==> config.mk <==
export PLATFORM = sky130hd
export DESIGN_NAME = rtsf_top
export DESIGN_NICKNAME = d
export VERILOG_FILES = /design/src/rtsf_pkg.sv /design/src/rtsf_top.sv
export VERILOG_INCLUDE_DIRS = /design/src
export SDC_FILE = /design/constraint.sdc
export NUM_CORES = 1
export LEC_CHECK = 0
export BUFFER_PORTS_ARGS = -buffer_cell sky130_fd_sc_hd__buf_2
export CAP_MARGIN = 5
export CORE_MARGIN = 10
export CORE_UTILIZATION = 31
export CTS_CLUSTER_SIZE = 12
export DETAILED_ROUTE_END_ITERATION = 8
export GPL_TIMING_DRIVEN = 1
export PLACE_DENSITY = 0.45
export SYNTH_ARGS = -nofsm -noshare
export SYNTH_HDL_FRONTEND = slang
export SYNTH_SLANG_ARGS = --single-unit
==> constraint.sdc <==
create_clock -name pclk -period 4.46 [get_ports pclk]
set_clock_uncertainty 0.05 [all_clocks]
set_input_delay 0.446 -clock pclk [delete_from_list [all_inputs] [get_ports pclk]]
set_output_delay 0.446 -clock pclk [all_outputs]
set_load 0.03 [all_outputs]
==> src/rtsf_consts.svh <==
/*
  constants for the relay special-function block: register offsets,
  field positions, reset values and timing counts.
  assumes a 25 MHz pclk and APB byte addressing with 32-bit words.
*/
// Operation
// - reset input overrides every other block input
// - power restoration clears all elapsed times
// - timed intervals within one percent of setting; the code counts whole 10 ms ticks, so an interval can end up to one tick short
// - on-delay output rises after trigger held
// - early trigger fall clears on-delay count
// - on-delay output low while trigger low
// - off-delay output high at once
// - off-delay trigger fall starts the count
// - off-delay output drops when count equals delay
// - new falling edge restarts off-delay count
// - off-delay reset clears count, output low
// - pulse relay toggles on rising edges only
// - pulse relay low at power-on and reset
// - three cams drive one time-switch output
// - eleven day selections per cam
// - cam times stored as minutes of day
// - unset cam time never switches
// - on match sets, off match clears output
// - cam three beats two beats one
// - day and time counter survives mains loss
`ifndef RTSF_CONSTS_SVH
`define RTSF_CONSTS_SVH

`define RTSF_OFS_ON_DELAY   12'h000
`define RTSF_OFS_OFF_DELAY  12'h004
`define RTSF_OFS_CAM1       12'h008
`define RTSF_OFS_CAM2       12'h00C
`define RTSF_OFS_CAM3       12'h010
`define RTSF_OFS_TIME       12'h014
`define RTSF_OFS_STATUS     12'h018
`define RTSF_OFS_ON_ELAPSED 12'h01C
`define RTSF_OFS_OFF_ELAPSED 12'h020

`define RTSF_CAM_DAY_LSB    0
`define RTSF_CAM_ON_LSB     4
`define RTSF_CAM_OFF_LSB    15
`define RTSF_TIME_DAY_LSB   16

`define RTSF_DELAY_RST      16'h0000
`define RTSF_CAM_RST        26'h3FFFFF0
`define RTSF_TIME_UNSET     11'h7FF
`define RTSF_MIN_PER_DAY    11'h5A0
`define RTSF_DAYS           3'h7

`define RTSF_CLK_HZ         25000000
`define RTSF_TICK_US        10000
`define RTSF_TICK_CYC       ((`RTSF_CLK_HZ / 1000000) * `RTSF_TICK_US)
`define RTSF_TICKS_PER_MIN  13'h1770

`endif

==> src/rtsf_pkg.sv <==
/*
  types shared by the relay special-function block.
  assumes rtsf_consts.svh for all numeric constants.
*/
package rtsf_pkg;

  typedef struct packed {
    logic on_trg;
    logic on_rst;
    logic off_trg;
    logic off_rst;
    logic pls_trg;
    logic pls_rst;
    logic tsw_rst;
    logic pwr_ok;
  } rtsf_in_t;

  typedef struct packed {
    logic on_q;
    logic off_q;
    logic pls_q;
    logic tsw_q;
  } rtsf_out_t;

  typedef enum logic [3:0] {
    RTSF_SU = 4'h0, RTSF_MO = 4'h1, RTSF_TU = 4'h2, RTSF_WE = 4'h3,
    RTSF_TH = 4'h4, RTSF_FR = 4'h5, RTSF_SA = 4'h6, RTSF_MO_FR = 4'h7,
    RTSF_MO_SA = 4'h8, RTSF_MO_SU = 4'h9, RTSF_SA_SU = 4'hA
  } rtsf_day_sel_t;

  typedef struct packed {
    logic [10:0]   off_min;
    logic [10:0]   on_min;
    rtsf_day_sel_t day;
  } rtsf_cam_t;

endpackage

==> src/rtsf_top.sv <==
/*
  relay special functions: on-delay, off-delay with reset, pulse relay
  and weekly time switch with three cams, behind an APB slave.
  assumes block inputs arrive asynchronously on pins and that the
  time-of-day part sits on a backup-powered supply that presetn leaves alone
  except at first power-up.
*/
`timescale 1ns/10ps
`include "rtsf_consts.svh"

module rtsf_top
  import rtsf_pkg::*;
#(
  parameter int unsigned TICK_CYC = `RTSF_TICK_CYC
) (
  input  wire logic        pclk,
  input  wire logic        presetn,
  input  wire logic        psel,
  input  wire logic        penable,
  input  wire logic        pwrite,
  input  wire logic [11:0] paddr,
  input  wire logic [31:0] pwdata,
  output logic      [31:0] prdata,
  output logic             pready,
  output logic             pslverr,
  input  wire rtsf_in_t    sf_in,
  output rtsf_out_t        sf_out
);

  // input synchronisers and edge detection
  logic [7:0] sync1_q, sync2_q, sync3_q, stable_q, prev_q;
  logic [7:0] sync1_d, sync2_d, sync3_d, stable_d, prev_d;
  rtsf_in_t   lvl, rise, fall;

  always_comb begin
    sync1_d  = sf_in;
    sync2_d  = sync1_q;
    sync3_d  = sync2_q;
    // a change counts only once two later stages agree
    stable_d = (sync2_q == sync3_q) ? sync3_q : stable_q;
    prev_d   = stable_q;
  end

  always_ff @(posedge pclk or negedge presetn) begin
    if (!presetn) begin
      sync1_q  <= 8'h00;
      sync2_q  <= 8'h00;
      sync3_q  <= 8'h00;
      stable_q <= 8'h00;
      prev_q   <= 8'h00;
    end else begin
      sync1_q  <= sync1_d;
      sync2_q  <= sync2_d;
      sync3_q  <= sync3_d;
      stable_q <= stable_d;
      prev_q   <= prev_d;
    end
  end

  assign lvl  = stable_q;
  assign rise = stable_q & ~prev_q;
  assign fall = ~stable_q & prev_q;

  // time base: one 10 ms tick shared by every delay
  logic [17:0] pre_q, pre_d;
  logic        tick_q, tick_d;

  always_comb begin
    tick_d = 1'b0;
    pre_d  = pre_q + 18'h00001;
    if (pre_q == 18'(TICK_CYC - 1)) begin
      pre_d  = 18'h00000;
      tick_d = 1'b1;
    end
  end

  always_ff @(posedge pclk or negedge presetn) begin
    if (!presetn) begin
      pre_q  <= 18'h00000;
      tick_q <= 1'b0;
    end else begin
      pre_q  <= pre_d;
      tick_q <= tick_d;
    end
  end

  // APB registers
  logic [15:0] on_dly_q, on_dly_d, off_dly_q, off_dly_d;
  rtsf_cam_t   cam_q [3];
  rtsf_cam_t   cam_d [3];
  logic [31:0] prdata_q, prdata_d;
  logic        pready_q, pready_d, pslverr_q, pslverr_d;
  logic        tset_d;
  logic [10:0] tset_min;
  logic [2:0]  tset_day;
  logic [15:0] on_el_q, off_el_q;
  logic [10:0] min_q;
  logic [2:0]  day_q;
  rtsf_out_t   out_q;

  wire acc = psel && penable && !pready_q;

  always_comb begin
    on_dly_d  = on_dly_q;
    off_dly_d = off_dly_q;
    for (int i = 0; i < 3; i++) begin
      cam_d[i] = cam_q[i];
    end
    prdata_d  = 32'h00000000;
    pready_d  = acc;
    pslverr_d = 1'b0;
    tset_d    = 1'b0;
    tset_min  = pwdata[10:0];
    tset_day  = pwdata[`RTSF_TIME_DAY_LSB +: 3];
    if (acc) begin
      case (paddr)
        `RTSF_OFS_ON_DELAY: begin
          prdata_d = {16'h0000, on_dly_q};
          if (pwrite) on_dly_d = pwdata[15:0];
        end
        `RTSF_OFS_OFF_DELAY: begin
          prdata_d = {16'h0000, off_dly_q};
          if (pwrite) off_dly_d = pwdata[15:0];
        end
        `RTSF_OFS_CAM1, `RTSF_OFS_CAM2, `RTSF_OFS_CAM3: begin
          for (int i = 0; i < 3; i++) begin
            if (paddr == 12'(`RTSF_OFS_CAM1 + 4 * i)) begin
              prdata_d = {6'h00, cam_q[i]};
              if (pwrite) cam_d[i] = rtsf_cam_t'(pwdata[25:0]);
            end
          end
        end
        `RTSF_OFS_TIME: begin
          prdata_d = {13'h0000, day_q, 5'h00, min_q};
          // out-of-range values are refused, the clock keeps its time
          if (pwrite && tset_min < `RTSF_MIN_PER_DAY && tset_day != 3'h7)
            tset_d = 1'b1;
        end
        `RTSF_OFS_STATUS:      prdata_d = {28'h0000000, out_q};
        `RTSF_OFS_ON_ELAPSED:  prdata_d = {16'h0000, on_el_q};
        `RTSF_OFS_OFF_ELAPSED: prdata_d = {16'h0000, off_el_q};
        default:               pslverr_d = 1'b1;
      endcase
    end
  end

  always_ff @(posedge pclk or negedge presetn) begin
    if (!presetn) begin
      on_dly_q  <= `RTSF_DELAY_RST;
      off_dly_q <= `RTSF_DELAY_RST;
      for (int i = 0; i < 3; i++) begin
        cam_q[i] <= rtsf_cam_t'(`RTSF_CAM_RST);
      end
      prdata_q  <= 32'h00000000;
      pready_q  <= 1'b0;
      pslverr_q <= 1'b0;
    end else begin
      on_dly_q  <= on_dly_d;
      off_dly_q <= off_dly_d;
      for (int i = 0; i < 3; i++) begin
        cam_q[i] <= cam_d[i];
      end
      prdata_q  <= prdata_d;
      pready_q  <= pready_d;
      pslverr_q <= pslverr_d;
    end
  end

  assign prdata  = prdata_q;
  assign pready  = pready_q;
  assign pslverr = pslverr_q;

  // delay timers and pulse relay
  logic [15:0] on_el_d, off_el_d;
  logic        off_run_q, off_run_d;
  logic        tsw_next;
  rtsf_out_t   out_d;
  wire         restore = rise.pwr_ok;

  always_comb begin
    on_el_d   = on_el_q;
    off_el_d  = off_el_q;
    off_run_d = off_run_q;
    out_d     = out_q;

    // on-delay
    if (lvl.on_rst || !lvl.on_trg || rise.on_trg) begin
      on_el_d    = 16'h0000;
      out_d.on_q = 1'b0;
    end else if (on_el_q >= on_dly_q) begin
      out_d.on_q = 1'b1;
    end else if (tick_q) begin
      on_el_d = on_el_q + 16'h0001;
    end

    // off-delay
    if (lvl.off_rst) begin
      off_el_d    = 16'h0000;
      off_run_d   = 1'b0;
      out_d.off_q = 1'b0;
    end else if (lvl.off_trg) begin
      out_d.off_q = 1'b1;
      off_run_d   = 1'b0;
      off_el_d    = 16'h0000;
    end else if (fall.off_trg) begin
      off_el_d  = 16'h0000;
      off_run_d = 1'b1;
    end else if (off_run_q) begin
      if (off_el_q == off_dly_q) begin
        out_d.off_q = 1'b0;
        off_run_d   = 1'b0;
      end else if (tick_q) begin
        off_el_d = off_el_q + 16'h0001;
      end
    end

    // pulse relay
    if (lvl.pls_rst) out_d.pls_q = 1'b0;
    else if (rise.pls_trg) out_d.pls_q = ~out_q.pls_q;

    // mains returned: elapsed times start over, outputs follow
    if (restore) begin
      on_el_d     = 16'h0000;
      off_el_d    = 16'h0000;
      off_run_d   = 1'b0;
      out_d.on_q  = 1'b0;
      out_d.off_q = lvl.off_trg && !lvl.off_rst;
      out_d.pls_q = 1'b0;
    end
    out_d.tsw_q = tsw_next;
  end

  // weekly time switch
  logic [12:0] sub_q, sub_d;
  logic [10:0] min_d;
  logic [2:0]  day_d;
  logic        eval_q, eval_d;

  function automatic logic day_hit(input rtsf_day_sel_t sel, input logic [2:0] d);
    logic hit;
    hit = 1'b0;
    case (sel)
      RTSF_MO_FR: hit = (d >= 3'h1) && (d <= 3'h5);
      RTSF_MO_SA: hit = (d >= 3'h1) && (d <= 3'h6);
      RTSF_MO_SU: hit = 1'b1;
      RTSF_SA_SU: hit = (d == 3'h0) || (d == 3'h6);
      default:    hit = (sel <= RTSF_SA) && (sel[2:0] == d);
    endcase
    return hit;
  endfunction

  always_comb begin
    sub_d  = sub_q;
    min_d  = min_q;
    day_d  = day_q;
    eval_d = 1'b0;
    if (tset_d) begin
      sub_d  = 13'h0000;
      min_d  = tset_min;
      day_d  = tset_day;
      eval_d = 1'b1;
    end else if (tick_q) begin
      sub_d = sub_q + 13'h0001;
      if (sub_q == `RTSF_TICKS_PER_MIN - 13'h0001) begin
        sub_d  = 13'h0000;
        eval_d = 1'b1;
        min_d  = min_q + 11'h001;
        if (min_q == `RTSF_MIN_PER_DAY - 11'h001) begin
          min_d = 11'h000;
          day_d = (day_q == `RTSF_DAYS - 3'h1) ? 3'h0 : day_q + 3'h1;
        end
      end
    end

    tsw_next = out_q.tsw_q;
    if (lvl.tsw_rst) begin
      tsw_next = 1'b0;
    end else if (eval_q) begin
      // later cams overwrite earlier ones; off beats on within one cam
      for (int i = 0; i < 3; i++) begin
        if (day_hit(cam_q[i].day, day_q)) begin
          if (cam_q[i].on_min != `RTSF_TIME_UNSET && cam_q[i].on_min == min_q)
            tsw_next = 1'b1;
          if (cam_q[i].off_min != `RTSF_TIME_UNSET && cam_q[i].off_min == min_q)
            tsw_next = 1'b0;
        end
      end
    end
  end

  // the calendar is cleared only by presetn, never by mains restore
  always_ff @(posedge pclk or negedge presetn) begin
    if (!presetn) begin
      sub_q  <= 13'h0000;
      min_q  <= 11'h000;
      day_q  <= 3'h0;
      eval_q <= 1'b0;
    end else begin
      sub_q  <= sub_d;
      min_q  <= min_d;
      day_q  <= day_d;
      eval_q <= eval_d;
    end
  end

  always_ff @(posedge pclk or negedge presetn) begin
    if (!presetn) begin
      on_el_q   <= 16'h0000;
      off_el_q  <= 16'h0000;
      off_run_q <= 1'b0;
      out_q     <= 4'h0;
    end else begin
      on_el_q   <= on_el_d;
      off_el_q  <= off_el_d;
      off_run_q <= off_run_d;
      out_q     <= out_d;
    end
  end

  assign sf_out = out_q;

endmodule

After elaboration in Yosys (flattened, before gate mapping)
Cells that the tools add are included.

storage, ports and cells
  input port bits = 57
  register bits after elaboration = 268
  word-level logic and storage cells = 217
  output and inout bits = 38

operators by class
  add/sub/neg operators = 6
  eq/ne operators = 45
  order comparisons = 8
  bitwise logic cells = 5
  reduce and logical (&&, ||, !) cells = 47
  muxes and demuxes = 74

operators with widths
  operator                                              number
  one-hot mux 32 bit (7 select lines)                   1
  two-way mux 16 bit                                    11
  two-way mux 32 bit                                    3
  equality test 11 bit                                  6
  != test 11 bit, second input constant                 6
  equality test 12 x 5 -> 1 bit, second input constant  4
  two-way mux 11 bit                                    4
  two-way mux 1 bit                                     41
  two-way mux 13 bit                                    3
  equality test 4 bit, second input constant            9
  adder 16 x 1 -> 16 bit, second input constant         2
  two-way mux 26 bit                                    1
  equality test 12 x 4 -> 1 bit, second input constant  2
  adder 18 x 1 -> 18 bit, second input constant         1
  equality test 18 bit, second input constant           1
  two-way mux 18 bit                                    1
  two-way mux 3 bit                                     6
  equality test 16 bit                                  1
  >= comparator 16 bit                                  1
  logical AND 1 bit                                     16
  AND reduction 3 bit                                   5
  adder 13 x 1 -> 13 bit, second input constant         1
  equality test 13 bit, second input constant           1
  equality test 12 x 3 -> 1 bit, second input constant  1
  other kinds (33)                                      57

Depth between registers and ports, before layout
  word-level depth = 14
  gate-level depth with buffers = 11
  mapped depth without buffers = 9

Least setup slack after synthesis
No wires, ideal clock.

  kind = register to register
  from = register on_el_q[0]
  to = register on_el_q[11]
  stages on the path, launching flop included = 11
  required time = 4,332 ps
  library setup time = 78 ps
  path buffers = 1
  arrival time = 2,231 ps
  path slack = 2,101 ps
  period minus slack after synthesis = 2,359 ps
  cells stage by stage = dfrtp_1 > inv_1 > ha_1 > nand2b_1 > a21o_1 > a21o_1 > a21oi_1 > o211ai_1 > clkbuf_1 > or4_1 > a21oi_1

between the ends
  longest elaborated chain between the ends = 5
  elaborated cells between the ends (all ways) = 8
  classes of those cells = 1 x add/sub; 1 x order compare; 1 x eq/ne; 4 x mux; 1 x reduce/logical

ends and longest elaborated chain
  what                    line             source
  from (decl)             rtsf_top.sv:96   logic [15:0] on_el_q, off_el_q;
  from (signal assigned)  rtsf_top.sv:313  on_el_q <= on_el_d;
  adder 16 x 1 -> 16 bit  rtsf_top.sv:193  on_el_d = on_el_q + 16'h0001;
  two-way mux 16 bit      rtsf_top.sv:192  end else if (tick_q) begin
  two-way mux 16 bit      rtsf_top.sv:190  end else if (on_el_q >= on_dly_q) begin
  two-way mux 16 bit      rtsf_top.sv:187  if (lvl.on_rst || !lvl.on_trg || rise.on_trg) begin
  two-way mux 16 bit      rtsf_top.sv:222  if (restore) begin

Several ways; a longest one is shown, not always the timed one. The select of a mux whose other input is x is not followed.
A chain may end at the register's enable or synchronous reset.

Final worst setup path
  from = register sub_q[4]
  to = register day_q[2]

between the ends
  longest elaborated chain between the ends = 3

ends and longest elaborated chain
  what                           line             source
  from (decl)                    rtsf_top.sv:234  logic [12:0] sub_q, sub_d;
  from (signal assigned)         rtsf_top.sv:299  sub_q <= sub_d;
  equality test 13 bit           rtsf_top.sv:264  if (sub_q == `RTSF_TICKS_PER_MIN - 13'h0001) begin
  nonzero test 2 bit (no line)   --
  AND reduction 3 bit (no line)  --
  to (signal assigned)           rtsf_top.sv:301  day_q <= day_d;
  to (decl)                      rtsf_top.sv:98   logic [2:0] day_q;

Every way passes these cells.

==> impl_metrics.env <==
export IMPL_outcome="finished, final reports clean"
export IMPL_drt_iter0_markers=732
export IMPL_cts_buffers_inserted=31
export IMPL_nets=1399
export IMPL_grt_setup_unrepaired="false"
export IMPL_max_cap_viol_count=0
export IMPL_crit_slowest_cell="nor4_2"
export IMPL_rr_worst_depth=7
export IMPL_cp_num_buf_inv=1
export IMPL_synth_edff_count=0
export IMPL_crit_path_max_incr_delay_ps=600
export IMPL_final_setup_tns_ps=0
export IMPL_start_kind="flop"
export IMPL_die_y_um=229.0
export IMPL_chipWidth_um=229.0
export IMPL_cts_sinks=258
export IMPL_place_congestion=0.8228
export IMPL_worst_pin_slew_ps=900.0
export IMPL_clock_latency_ps=590
export IMPL_gr_max_usage_layer="met2"
export IMPL_fp_dieArea_um2=52450
export IMPL_boundaryPins=95
export IMPL_period_share_pct=67.83
export IMPL_timing_slew_headroom_pct=38.45
export IMPL_yosysTopAreaCellShare_pct=35.47
export IMPL_yosys_area_top_type="dfrtp_1"
export IMPL_worst_r2r_startpoint="sub_q[4]"
export IMPL_use_met3_pct=2.349
export IMPL_grt_util_met1_pct=19.76
export IMPL_crit_type="flop to flop"
export IMPL_root_buffer="clkbuf_16"
export IMPL_syn_avg_cell_area_um2=10.78
export IMPL_grt_pass1_wl_um=62210
export IMPL_hold_class="primary input to flop"
export IMPL_antenna_found_initial=0
export IMPL_synth_cells=1257
export IMPL_ys_ff_latch=258
export IMPL_drc=0
export IMPL_timing_fmax_mhz=330.6
export IMPL_peakVddDrop_uv=247.4
export IMPL_routedWlPerCell_um=20.51
export IMPL_dp_slack_ps=1197
export IMPL_rrSetupSlack_ps=1430
export IMPL_vias_per_cell=5.115
export IMPL_utilization_pct=36.03
export IMPL_setup_viol=0
export IMPL_area_delta_synth_final_pct=14.85
export IMPL_synth_flop_cell="dfrtp_1"
export IMPL_endpoint_kind="flop"
export IMPL_synth_area_leaders="dfrtp_1 35%, dfstp_2 13%, mux2_2 6.7%"
export IMPL_synth_warnings=0
export IMPL_numPortBuffers=82
export IMPL_crit_top_cell="o21ai_0"
export IMPL_crit_family="simple AND/OR/NAND/NOR gates"
export IMPL_holdPathEnd="cam_q[24]"
export IMPL_overflow=0
export IMPL_drive_gt1_share_pct=24.87
export IMPL_grt_usage_pct=14.87
export IMPL_clockBufferDepth=3
export IMPL_p_per_area_nw_per_um2=335.8
export IMPL_postCtsSetupRepairBufs=0
export IMPL_rows=76
export IMPL_syn_area_um2=13540
export IMPL_cp_arrival_ps=3440
export IMPL_vias=9867
export IMPL_path_max_fanout=17
export IMPL_detail_route_antenna_nets=0
export IMPL_design_core_area_um2=43170
export IMPL_cts_max_level=1
export IMPL_seq_area_frac_synth_pct=48.28
export IMPL_place_hpwl_um=27970
export IMPL_synth_cell_types=75
export IMPL_final_common_cell="dfrtp_1"
export IMPL_grt_max_degree=117
export IMPL_r2r_end="day_q[2]"
export IMPL_min_period_ps=3025
export IMPL_async_flop_share_pct=100.0
export IMPL_clk_pin_slew_ps=60
export IMPL_finalWorstSetupSlack_ps=1435
export IMPL_critPathRequiredTime_ps=4880
export IMPL_final_cell_mix="192 x dfrtp_1, 83 x nor2_1, 82 x xnor2_1"
export IMPL_slew_viol_final=0
export IMPL_hold_viol=0
export IMPL_initial_core_util_pct=31.37
export IMPL_use_met2_pct=24.54
export IMPL_path_depth=7
export IMPL_leakage_nw=6.642
export IMPL_hold_path_startpoint="pwdata[24]"
export IMPL_worstPathCellList="or4b_1 > nor4_2 > a21oi_1 > inv_2 > nand2_1 > o21ai_0 > o21ai_0"
export IMPL_grt_pass1_vias=10140
export IMPL_drt_pass1_iter_count=7
export IMPL_cts_tree="done"
export IMPL_hold_depth=3
export IMPL_drt_wl_total_um=39560
-- per-stage QoR --
step	instance area, um2	hold slack [ps]	power [W]	std cells
global placement	14440	281.6	0.002704	1864
detailed placement	14440	284.7	0.002707	1864
global route	15550	53.31	0.005419	1928
floorplan	13560	100.4	0.002558	1262
CTS	15550	29.77	0.005322	1928
finish	15560	65.66	0.005224	1929
-- layer usage --
layer | vias to the layer above | share of wire (%)
met5 | - | 0
met3 | 62 | 3.6
met2 | 176 | 48
met4 | 0 | 2.8
met1 | 4930 | 46
li1 | 4699 | -
-- repair_timing --
action                    in CTS  in global routing
hold endpoints to repair      78                  0
hold buffers                   9                  0
resized for setup              0                  0
-- area by class of cell --
cell class                      count  area [um2]
Antenna cell                        1       2.502
Clock buffer                       40       859.6
Clock inverter                     15       161.4
Fill cell                        4388       27620
Inverter                           32       120.1
Multi-Input combinational cell    889        6484
Sequential cell                   258        6539
Tap cell                          585       732.0
Timing Repair Buffer              109       658.1
-- cells in the mapped netlist, types with 6 or more instances --
library cell  instances
nor2_1               83
buf_2                24
xnor2_1              82
nor4_1                8
dfstp_2              66
mux2i_1              19
mux2_1                8
or4_1                12
nor3b_1               7
nand2_1              78
a222oi_1             24
dfrtp_1             192
mux2_2               80
o31ai_1              14
clkbuf_1             38
nand3_1              31
a221oi_1              8
xor2_1               47
mux2_4               20
and4_1                7
and3_1               21
o21ai_0              70
nor3_1               15
ha_1                 21
a21oi_1              60
buf_4                11
nand2b_1              6
nor2b_1              13
a22oi_1               7
a31oi_1               9
or3_1                12
nand4_1              40
inv_1                31
-- registers in the layout (all words and copies together), names as in the netlist, 8 cells and up --
signal / count
pre_q: 18
on_el_q: 16
min_q: 11
cam_q: 78
off_dly_q: 16
sub_q: 13
sync1_q: 8
prdata: 26
lvl: 8
off_el_q: 16
on_dly_q: 16
sync2_q: 8
sync3_q: 8
-- logic make-up after synthesis --
| logic type | share of synthesized area (%) |
|---|---|
| AND/OR/NAND/NOR | 14.74 |
| flip-flops | 48.28 |
| AO/OA/AOI/OAI | 11.67 |
| XOR/XNOR | 8.342 |
| multiplexers | 10.94 |
| buffers and inverters | 3.991 |
| adder cells (fa/ha/maj) | 2.014 |
| other | 0.02769 |
-- where the power goes --
group / switching [W] / leakage [nW] / internal [W]
sequential: 0.0000360 / 3.16 / 0.00238
combinational: 0.000171 / 2.99 / 0.0000726
clock: 0.00104 / 0.493 / 0.00152
total: 0.00125 / 6.64 / 0.00398
-- worst min-delay path, delay by kind of cell --
kind,cells,cell delay (ps)
buffers and inverters,1,120
AOI/OAI and AO/OA,1,70
and+or+nand+nor,1,60
-- worst max-delay path by stage --
stage / startpoint / endpoint / slack [ps]
6_report: sub_q[4] / day_q[2] / 1430
3_5_place_dp: paddr[1] / day_q[1] / 1200
2_1_floorplan: on_el_q[0] / on_el_q[11] / 2100
4_1_cts: day_q[0] / sf_out[0] / 1440
3_3_place_gp: paddr[1] / day_q[1] / 1230
5_1_grt: day_q[0] / sf_out[0] / 1220
No activity file was read; power rests on OpenSTA's default activity.
